--- src/hw/ptbp_pkg.sv ---
// Shared constants and state type for the PCI target backend pacing block
package ptbp_pkg;
  localparam int unsigned DATA_W    = 32;
  localparam int unsigned BE_W      = 4;
  localparam int unsigned ADDR_W    = 22;
  localparam int unsigned LAT_W     = 3;
  localparam int unsigned WAIT_W    = 5;
  // Cycles without data before the target gives up with a disconnect
  localparam logic [WAIT_W-1:0] STALL_TIMEOUT = 5'h10;
  localparam logic [WAIT_W-1:0] WAIT_ZERO     = 5'h00;
  localparam logic [WAIT_W-1:0] WAIT_ONE      = 5'h01;
  localparam logic [LAT_W-1:0]  LAT_ZERO      = 3'h0;
  localparam logic [LAT_W-1:0]  LAT_ONE       = 3'h1;
  localparam logic [ADDR_W-1:0] ADDR_ZERO     = 22'h000000;
  localparam logic [ADDR_W-1:0] ADDR_ONE      = 22'h000001;
  localparam logic [DATA_W-1:0] DATA_ZERO     = 32'h00000000;
  localparam logic [BE_W-1:0]   STROBE_NONE   = 4'h0;
  localparam logic              PIN_INACTIVE  = 1'b1;
  localparam logic              PIN_ACTIVE    = 1'b0;

  typedef enum logic [2:0] {
    ST_IDLE,
    ST_XFER,
    ST_ABORT,
    ST_RETRY,
    ST_DISC
  } ptbp_state_t;
endpackage

--- src/hw/ptbp_irq_fwd.sv ---
// Backend interrupt sampler driving the open-drain PCI interrupt line
`timescale 1ns/1ps
`default_nettype none
module ptbp_irq_fwd (
  // Clock and reset
  input  wire logic clock,
  input  wire logic rst_n,
  // Backend interrupt, active low, from outside the clock domain
  input  wire logic backend_interrupt_in_n,
  // Open-drain interrupt pin
  output logic      inta_out,
  output logic      inta_oe
);
  logic sync_first;
  logic sync_second;
  logic next_sync_first;
  logic next_sync_second;

  always_comb begin
    next_sync_first  = ~backend_interrupt_in_n;
    next_sync_second = sync_first;
  end

  // Two stages give the fixed two-cycle delay to the pin
  always_ff @(posedge clock) begin
    if (!rst_n) begin
      sync_first  <= 1'b0;
      sync_second <= 1'b0;
    end else begin
      sync_first  <= next_sync_first;
      sync_second <= next_sync_second;
    end
  end

  // Open drain: only ever pulls low
  assign inta_out = ptbp_pkg::PIN_ACTIVE;
  assign inta_oe  = sync_second;
endmodule
`default_nettype wire

--- src/hw/ptbp_target.sv ---
// PCI target flow control between the PCI bus and a paced backend
// Notes on behaviour
// - Write ready gives TRDY next, strobes after
// - Strobes also depend on initiator IRDY
// - Read ready pulses strobe; TRDY next cycle
// - IRDY wait drops strobes one cycle later
// - Ready drop deasserts TRDY one cycle later
// - Read ready drop: strobe off, then TRDY
// - Latency zero: data valid with strobe
// - Latency N: data required N cycles later
// - Backend error: STOP on, DEVSEL off together
// - Grant or busy at start: retry
// - Stall time-out: disconnect without data
// - Grant request once controller idle
// - Grant held with request, drops cycle after
// - Interrupt reaches INTA two cycles later
// - Direction and space flags held between starts
// - Address advances after each active strobe unless a start loads it
`timescale 1ns/1ps
`default_nettype none
module ptbp_target (
  // Clock and reset
  input  wire logic                           clock,
  input  wire logic                           rst_n,
  // PCI bus, same clock
  input  wire logic                           frame_n,
  input  wire logic                           irdy_n,
  input  wire logic [ptbp_pkg::DATA_W-1:0]    ad_in,
  input  wire logic [ptbp_pkg::BE_W-1:0]      cbe_n,
  output logic                                trdy_n,
  output logic                                stop_n,
  output logic                                devsel_n,
  output logic                                target_oe,
  output logic [ptbp_pkg::DATA_W-1:0]         ad_out,
  output logic                                ad_oe,
  output logic                                inta_out,
  output logic                                inta_oe,
  // Address decoder
  input  wire logic                           target_hit,
  input  wire logic                           hit_is_read,
  input  wire logic                           hit_space,
  input  wire logic [ptbp_pkg::ADDR_W-1:0]    hit_address,
  input  wire logic [ptbp_pkg::LAT_W-1:0]     latency_select,
  // Backend transfer side
  input  wire logic                           backend_write_ready,
  input  wire logic                           backend_read_ready,
  input  wire logic [ptbp_pkg::DATA_W-1:0]    backend_read_data,
  input  wire logic                           backend_error,
  input  wire logic                           backend_busy,
  output logic                                transaction_start_pulse,
  output logic                                read_direction_flag,
  output logic                                write_direction_flag,
  output logic                                space_select_flag,
  output logic [ptbp_pkg::LAT_W-1:0]          addr_data_latency_setting,
  output logic                                data_required,
  output logic [ptbp_pkg::ADDR_W-1:0]         mem_address,
  output logic [ptbp_pkg::DATA_W-1:0]         mem_write_data,
  output logic [ptbp_pkg::BE_W-1:0]           write_byte_strobes,
  output logic                                read_data_strobe,
  // Backend arbitration and interrupt
  input  wire logic                           backend_bus_request,
  output logic                                backend_bus_grant,
  input  wire logic                           backend_interrupt_in_n
);
  ptbp_pkg::ptbp_state_t         state, next_state;
  logic                          next_trdy_n, next_stop_n, next_devsel_n, next_start, next_grant;
  logic                          next_read_flag, next_space_flag, lat_run, next_lat_run, next_read_data_strobe;
  logic                          claimed, data_done, last_done, strobe_any, lat_ok, timed_out;
  logic [ptbp_pkg::DATA_W-1:0]   next_ad_out, next_mem_write_data;
  logic [ptbp_pkg::LAT_W-1:0]    next_latency, lat_cnt, next_lat_cnt;
  logic [ptbp_pkg::ADDR_W-1:0]   next_mem_address;
  logic [ptbp_pkg::BE_W-1:0]     next_write_byte_strobes;
  logic [ptbp_pkg::WAIT_W-1:0]   wait_cnt, next_wait_cnt;

  assign claimed    = (state == ptbp_pkg::ST_XFER);
  assign data_done  = claimed && !trdy_n && !irdy_n;
  assign last_done  = data_done && frame_n;
  assign strobe_any = read_data_strobe || (write_byte_strobes != ptbp_pkg::STROBE_NONE);
  assign lat_ok     = (lat_cnt == ptbp_pkg::LAT_ZERO);
  assign timed_out  = (wait_cnt == ptbp_pkg::STALL_TIMEOUT - ptbp_pkg::WAIT_ONE);

  // PCI termination state and target pins
  always_comb begin
    next_state    = state;
    next_trdy_n   = ptbp_pkg::PIN_INACTIVE;
    next_stop_n   = ptbp_pkg::PIN_INACTIVE;
    next_devsel_n = ptbp_pkg::PIN_INACTIVE;
    next_start    = 1'b0;
    next_wait_cnt = ptbp_pkg::WAIT_ZERO;
    case (state)
      ptbp_pkg::ST_IDLE: begin
        if (target_hit) begin
          next_start    = 1'b1;
          next_devsel_n = ptbp_pkg::PIN_ACTIVE;
          if (backend_bus_grant || backend_busy) begin
            next_state  = ptbp_pkg::ST_RETRY;
            next_stop_n = ptbp_pkg::PIN_ACTIVE;
          end else begin
            next_state  = ptbp_pkg::ST_XFER;
          end
        end
      end
      ptbp_pkg::ST_XFER: begin
        next_devsel_n = ptbp_pkg::PIN_ACTIVE;
        next_wait_cnt = (trdy_n && !timed_out) ? wait_cnt + ptbp_pkg::WAIT_ONE : ptbp_pkg::WAIT_ZERO;
        if (backend_error) begin
          next_state    = ptbp_pkg::ST_ABORT;
          next_stop_n   = ptbp_pkg::PIN_ACTIVE;
          next_devsel_n = ptbp_pkg::PIN_INACTIVE;
        end else if (backend_busy || timed_out) begin
          next_state  = ptbp_pkg::ST_DISC;
          next_stop_n = ptbp_pkg::PIN_ACTIVE;
        end else if (last_done) begin
          next_state    = ptbp_pkg::ST_IDLE;
          next_devsel_n = ptbp_pkg::PIN_INACTIVE;
        end else if (read_direction_flag) begin
          // TRDY trails the strobe that caught the data
          next_trdy_n = !(read_data_strobe && lat_ok);
        end else begin
          // Ready now, TRDY next; a dropped ready drops TRDY next
          next_trdy_n = !backend_write_ready;
        end
      end
      ptbp_pkg::ST_ABORT, ptbp_pkg::ST_RETRY, ptbp_pkg::ST_DISC: begin
        // Initiator drops FRAME first, so FRAME high ends the stop phase
        if (frame_n) begin
          next_state = ptbp_pkg::ST_IDLE;
        end else begin
          next_stop_n   = ptbp_pkg::PIN_ACTIVE;
          next_devsel_n = (state == ptbp_pkg::ST_ABORT) ? ptbp_pkg::PIN_INACTIVE : ptbp_pkg::PIN_ACTIVE;
        end
      end
      default: begin
        next_state = ptbp_pkg::ST_IDLE;
      end
    endcase
  end

  // Backend handshake, address and data path
  always_comb begin
    next_read_flag          = read_direction_flag;
    next_space_flag         = space_select_flag;
    next_latency            = addr_data_latency_setting;
    next_lat_cnt            = lat_cnt;
    next_lat_run            = lat_run;
    next_mem_address        = mem_address;
    next_mem_write_data     = mem_write_data;
    next_ad_out             = ad_out;
    next_write_byte_strobes = ptbp_pkg::STROBE_NONE;
    next_read_data_strobe   = 1'b0;
    if (next_start) begin
      // Flags change only at a start pulse
      next_read_flag   = hit_is_read;
      next_space_flag  = hit_space;
      next_latency     = latency_select;
      next_lat_cnt     = latency_select;
      next_lat_run     = 1'b0;
      next_mem_address = hit_address;
    end else begin
      if (strobe_any) begin
        next_mem_address = mem_address + ptbp_pkg::ADDR_ONE;
      end
      // Latency count starts with the first strobe
      if (!lat_ok && (lat_run || strobe_any)) begin
        next_lat_cnt = lat_cnt - ptbp_pkg::LAT_ONE;
        next_lat_run = 1'b1;
      end
    end
    // Strobes qualified by IRDY of this cycle, so a wait shows one cycle later
    if (claimed && !read_direction_flag && data_done) begin
      next_write_byte_strobes = ~cbe_n;
      next_mem_write_data     = ad_in;
    end
    if (claimed && read_direction_flag && backend_read_ready && !irdy_n && !last_done && !backend_error) begin
      next_read_data_strobe = 1'b1;
    end
    if (read_data_strobe && lat_ok) begin
      next_ad_out = backend_read_data;
    end
  end
  // Backend bus grant only from an idle controller
  always_comb begin
    next_grant = backend_bus_request && (backend_bus_grant || (state == ptbp_pkg::ST_IDLE && !target_hit));
  end

  // Termination outputs and strobes go inactive under reset
  always_ff @(posedge clock) begin
    if (!rst_n) begin
      state                     <= ptbp_pkg::ST_IDLE;
      trdy_n                    <= ptbp_pkg::PIN_INACTIVE;
      stop_n                    <= ptbp_pkg::PIN_INACTIVE;
      devsel_n                  <= ptbp_pkg::PIN_INACTIVE;
      wait_cnt                  <= ptbp_pkg::WAIT_ZERO;
      transaction_start_pulse   <= 1'b0;
      read_direction_flag       <= 1'b0;
      space_select_flag         <= 1'b0;
      addr_data_latency_setting <= ptbp_pkg::LAT_ZERO;
      lat_cnt                   <= ptbp_pkg::LAT_ZERO;
      lat_run                   <= 1'b0;
      mem_address               <= ptbp_pkg::ADDR_ZERO;
      mem_write_data            <= ptbp_pkg::DATA_ZERO;
      ad_out                    <= ptbp_pkg::DATA_ZERO;
      write_byte_strobes        <= ptbp_pkg::STROBE_NONE;
      read_data_strobe          <= 1'b0;
      backend_bus_grant         <= 1'b0;
    end else begin
      state                     <= next_state;
      trdy_n                    <= next_trdy_n;
      stop_n                    <= next_stop_n;
      devsel_n                  <= next_devsel_n;
      wait_cnt                  <= next_wait_cnt;
      transaction_start_pulse   <= next_start;
      read_direction_flag       <= next_read_flag;
      space_select_flag         <= next_space_flag;
      addr_data_latency_setting <= next_latency;
      lat_cnt                   <= next_lat_cnt;
      lat_run                   <= next_lat_run;
      mem_address               <= next_mem_address;
      mem_write_data            <= next_mem_write_data;
      ad_out                    <= next_ad_out;
      write_byte_strobes        <= next_write_byte_strobes;
      read_data_strobe          <= next_read_data_strobe;
      backend_bus_grant         <= next_grant;
    end
  end

  assign write_direction_flag = !read_direction_flag;
  assign data_required        = lat_ok;
  assign target_oe            = (state != ptbp_pkg::ST_IDLE) || !devsel_n;
  assign ad_oe                = claimed && read_direction_flag;

  ptbp_irq_fwd u_irq (
    .clock                  (clock),
    .rst_n                  (rst_n),
    .backend_interrupt_in_n (backend_interrupt_in_n),
    .inta_out               (inta_out),
    .inta_oe                (inta_oe)
  );
endmodule
`default_nettype wire

--- config.mk ---
export PLATFORM = sky130hd
export DESIGN_NAME = ptbp_target
export DESIGN_NICKNAME = d
export VERILOG_FILES = /design/src/hw/ptbp_pkg.sv /design/src/hw/ptbp_irq_fwd.sv /design/src/hw/ptbp_target.sv
export SDC_FILE = /design/constraint.sdc
export NUM_CORES = 1
export LEC_CHECK = 0
export ABC_AREA = 1
export ABC_CLOCK_PERIOD_IN_PS = 4400
export BUFFER_PORTS_ARGS = -buffer_cell sky130_fd_sc_hd__buf_4
export CAP_MARGIN = 40
export CORE_UTILIZATION = 45
export CTS_CLUSTER_SIZE = 20
export DETAILED_ROUTE_END_ITERATION = 10
export MAX_ROUTING_LAYER = met4
export PLACE_DENSITY = 0.76
export SETUP_SLACK_MARGIN = 0.4
export SLEW_MARGIN = 30
export SYNTH_ARGS = -nofsm -noshare
export SYNTH_HDL_FRONTEND = slang
export SYNTH_SLANG_ARGS = --single-unit
--- constraint.sdc ---
create_clock -name clock -period 4.4 [get_ports clock]
set_clock_uncertainty 0.15 [all_clocks]
set_input_delay 0.44 -clock clock [delete_from_list [all_inputs] [get_ports clock]]
set_output_delay 0.44 -clock clock [all_outputs]
set_load 0.02 [all_outputs]
======== Word-level counts from Yosys, hierarchy flattened ========
Cells that the tools add are included.
storage, ports and cells
  register bits ........................... 115
  output and inout bits ................... 107
operators by class
  bitwise logic cells ..................... 4
  reduce and logical (&&, ||, !) cells .... 44
  mux-type cells .......................... 28
  add/sub/neg operators ................... 3
  eq/ne operators ......................... 8
operator list
  operator                                        number
  two-way mux 22 bit                              2
  adder 22 x 1 -> 22 bit (second input constant)  1
  two-way mux 3 bit                               7
  logical AND 1 bit                               15
  two-way mux 1 bit                               15
  logical NOT 1 bit                               11
  case mux 3 bit (3 select lines)                 1
  == test 3 x 2 -> 1 bit (second input constant)  2
  logical NOT 3 bit                               2
  logical OR 1 bit                                6
  case mux 1 bit (3 select lines)                 2
  AND reduction 3 bit                             2
  adder 5 x 1 -> 5 bit (second input constant)    1
  == test 5 x 4 -> 1 bit (second input constant)  1
  OR reduction 5 bit                              1
  != test 2 bit (second input constant)           2
  != test 4 x 2 -> 1 bit (second input constant)  1
  NOT 4 bit                                       1
  nonzero test 2 bit                              2
  nonzero test 4 bit                              1
  == test 3 x 1 -> 1 bit (second input constant)  1
  == test 3 bit (second input constant)           1
  NOT 1 bit                                       3
  nonzero test 3 bit                              1
  other kinds (5)                                 5

======== Depth between registers and ports, before layout ========
  depth in word-level cells ............... 8
  mapped depth ............................ 11
  mapped depth without buffers ............ 11

======== Cells and area by module ========
Synthesis repeated with hierarchy kept, for this count alone.
unflattened totals
  cell total of the unflattened synthesis .. 701
  area total of the unflattened synthesis .. 5066.1 µm²
by module, submodules not included
  module        seq. area each (µm²)  times used  cells each  area each (µm²)
  ptbp_target   2262.2                1           693         4997.3
  ptbp_irq_fwd  40.0                  1           8           68.8

======== Worst setup path before layout ========
Ideal clock, no wire load.
  path kind ............................... reg2reg
  start ................................... register wait_cnt[0] in the netlist's numbering
  end ..................................... register state[1]
  cell stages (with the launch flop) ...... 12
  library setup time ...................... 0.128 ns
  required time ........................... 4.122 ns
  arrival ................................. 1.656 ns
  path slack .............................. 2.466 ns
  path through ............................ dfxtp_1 > ha_1 > nand2_1 > nor2_1 > ha_1 > or2_2 > nor3_1 > nand2_1 > nand3_1 > nand2_1 > o21ai_0 > nor2_1
between the ends
  longest elaborated chain between the ends .. 5
RTL lines
  element                          line                source
  start: declaration               ptbp_target.sv:73   logic [ptbp_pkg::WAIT_W-1:0] wait_cnt, next_wait_cnt;
  start signal: assignment         ptbp_target.sv:193  wait_cnt <= ptbp_pkg::WAIT_ZERO;
  start signal: assignment         ptbp_target.sv:211  wait_cnt <= next_wait_cnt;
  == test 5 x 4 -> 1 bit (*)       ptbp_target.sv:80   assign timed_out = (wait_cnt == ptbp_pkg::STALL_TIMEOUT - ptbp_pkg::WAIT_ONE);
  logical OR 1 bit (*)             ptbp_target.sv:110  end else if (backend_busy || timed_out) begin
  two-way mux 3 bit                ptbp_target.sv:110
  two-way mux 3 bit                ptbp_target.sv:106  if (backend_error) begin
  case mux 3 bit (3 select lines)  ptbp_target.sv:90   case (state)
  end signal: assignment           ptbp_target.sv:189  state <= ptbp_pkg::ST_IDLE;
  end signal: assignment           ptbp_target.sv:207  state <= next_state;
  end: declaration                 ptbp_target.sv:65   ptbp_pkg::ptbp_state_t state, next_state;
Every way passes the cells marked *; elsewhere a longest branch is shown, timed or not.
A chain may end at the register's enable or synchronous reset.

======== Final worst setup path ========
  start ................................... register lat_cnt[0] in the netlist's numbering
  end ..................................... output port data_required
between the ends
  longest elaborated chain between the ends .. 1
RTL lines
  element                   line                source
  start: declaration        ptbp_target.sv:70   logic [ptbp_pkg::LAT_W-1:0] next_latency, lat_cnt, next_lat_cnt;
  start signal: assignment  ptbp_target.sv:198  lat_cnt <= ptbp_pkg::LAT_ZERO;
  start signal: assignment  ptbp_target.sv:216  lat_cnt <= next_lat_cnt;
  logical NOT 3 bit         ptbp_target.sv:79   assign lat_ok = (lat_cnt == ptbp_pkg::LAT_ZERO);
  end: declaration          ptbp_target.sv:55   output logic data_required,
No other way between the ends.

==> run summary <==
run status = finished clean
GR peak layer = met2
antenna diode count = 0
Finished Layout Cells = 1081
Sum Neg Setup Slack = 0 ns
clk_lat worst skew = 0.51 ns
largest net degree at the start of global routing = 49
clock period minus final worst setup slack = 2.34 ns
Synth top area share = 0.456
Syn Inst Count = 702
LEAKAGE = 3.47 nW
Rows = 38
DIE WIDTH = 108 µm
Seq cells post-synth = 115
final WL = 15700 µm
via/cell ratio = 5.19
TritonCTS clock tree = yes
critical path's largest stage delay = 0.33 ns
CP Cell Sequence = inv_1 -> ha_1 -> inv_1 -> nor2_2 -> buf_4 -> buf_4
most frequent cells in the layout = 213 x buf_4, 157 x nand2_1, 115 x dfxtp_1
drt initial violations = 328
dominant cells by area after synthesis = dfxtp_1 46%, nand2_1 12%, nor2_1 8.4%, nand3_1 6.9%, a21oi_1 5.0%
initial antenna violation count = 0
R2R setup slack = 2.09 ns
Inst Count DP = 1022
Slew Limit Fails = 0
WP data arrival = 1.75 ns
WS Path Type = reg -> out
Max Clock Freq = 427 MHz
number of buffers created by CTS = 17
hold wc startpoint = ad_in[19]
worst flop-to-flop path endpoint = mem_write_data[30]
layout cells sized above 1 = 0.291
CTS HTree Levels = 4
initial core utilization = 0.464
clk slew on worst S/H paths = 0.06 ns
worst hold path depth = 3
M3 GR Usage = 0.0593
Critical path origin = lat_cnt[0]
FF-to-FF path depth = 8
Setup Buffers After CTS = 0
CTS resizes = 0
Die ar. = 0.0116 mm²
first-pass GRT wire length = 25100 µm
synthesized cell area = 0.00505 mm²
slew margin rel. = 0.548
GR Overflow Total = 0
fraction of registers with async set/reset = 0
Port-buffer cells = 211
IO Pins = 213
Max IR drop VDD = 0.246 mV
final net count = 1039
Hold Path Sink = mem_write_data[19]
Post-DP HPWL = 10800 µm
pwr/cell area = 408 mW/mm²
die extent in y = 108 µm
per-cell routed wire length = 14.6 µm
Final Cycle Share = 0.533
Hold Crit Class = in -> reg
largest area contributor in the netlist = dfxtp_1
Slowest-stage cell, CP = buf_4
crit path max fanout = 35
post-route ant nets = 0
# clock sinks = 115
Max-cap violations = 0
TritonRoute pass-1 iters = 6
Synth Area per Inst = 7.19 µm²
YS warnings = 0
number of global-route vias before repair = 5599
FF-to-FF Start = state[1]
Post-synth EDFFs = 0
startpoint types = register
Seq/Total Area, Yosys = 0.456
Final GP Congestion = 0.877
GRT Util Overall = 0.283
worst-margin pin slew = 0.676 ns
Post-Syn Nets = 813
Final Hold Vio Count = 0
Core Area = 0.0109 mm²
# DRC = 0
clk buf depth = 2
Synth Flop Type = dfxtp_1
grt met2 use = 0.484
Synth cell types = 39
via count = 5611
unrepaired setup endpoints after global routing = false
hold-fix buffer count after cts = 27
layout overhead on the synthesized area = 49.7%
final setup fails = 0
M1 GR Usage = 0.319
Crit. End Element = primary output
commonest non-fill, non-tap cell in the layout = buf_4
root buffer cell = clkbuf_8
WP data required = 3.81 ns
[state kept, by name, indices dropped and copies added (netlist names), 3 cells and up]
register                   cells
lat_cnt                        3
mem_write_data                32
wait_cnt                       5
write_byte_strobes             4
addr_data_latency_setting      3
mem_address                   22
state                          3
ad_out                        32
[logic make-up after synthesis]
family,share of synthesized area
flops,0.456
fa+ha+maj,0.0124
simple gates,0.324
buf+inv,0.0778
xor+xnor,0.00174
other cells,0.000743
compound gates,0.127
[metrics by stage]
stage	util	instance area, µm²	worst slack, ns	hold slack (ns)	power, mW
finish	0.694	7560	2.06	0.0132	3.08
global route	0.694	7560	1.93	0.00147	3.20
CTS	0.694	7560	2.05	0.00183	3.10
detailed placement	0.612	6670	2.12	0.281	1.63
global placement	0.609	6630	2.02	0.244	1.61
floorplan	-	5050	2.47	0.240	1.44
[synthesized netlist by cell type (all sizes together), types with 2 or more instances]
cell type / number
nand2: 161
nor2: 123
dfxtp: 115
nand3: 75
a21oi: 53
inv: 53
o21ai: 47
clkbuf: 19
buf: 16
nor3: 6
a31oi: 5
ha: 5
a211oi: 4
o211ai: 4
nand3b: 3
nand4: 3
or2: 2
[worst max-delay path, delay by kind of cell (launching register included)]
kind | cells | cell delay (ns)
adders and majority gates | 1 | 0.16
buffers and inverters | 4 | 0.68
DFF | 1 | 0.31
and+or+nand+nor | 1 | 0.07
[routing by layer]
layer	share of wire	routed length, µm
met1	0.39	6210
met2	0.52	8180
met3	0.066	1050
met4	0.019	299
met5	0	0
[where the power goes]
group	internal [mW]	switching [mW]
logic	0.209	0.290
clock network	0.986	0.468
registers	1.09	0.0459
[worst max-delay path by stage]
stage | to | slack [ns] | depth (start not counted)
after global routing | mem_write_data[17] | 1.93 | 8
after floorplan | state[1] | 2.47 | 11
after global placement | trdy_n | 2.02 | 7
final | data_required | 2.06 | 6
after CTS | data_required | 2.05 | 6
after detailed placement | mem_write_data[11] | 2.12 | 7
[final cells by class]
| type | count | area, µm² |
|---|---|---|
| Fill cell | 864 | 3330 |
| Multi-Input combinational cell | 499 | 2350 |
| Sequential cell | 115 | 2300 |
| Timing Repair Buffer | 242 | 1900 |
| Clock buffer | 21 | 439 |
| Inverter | 53 | 201 |
| Clock inverter | 11 | 183 |
| Tap cell | 140 | 175 |
(Power assumes the default switching activity.)
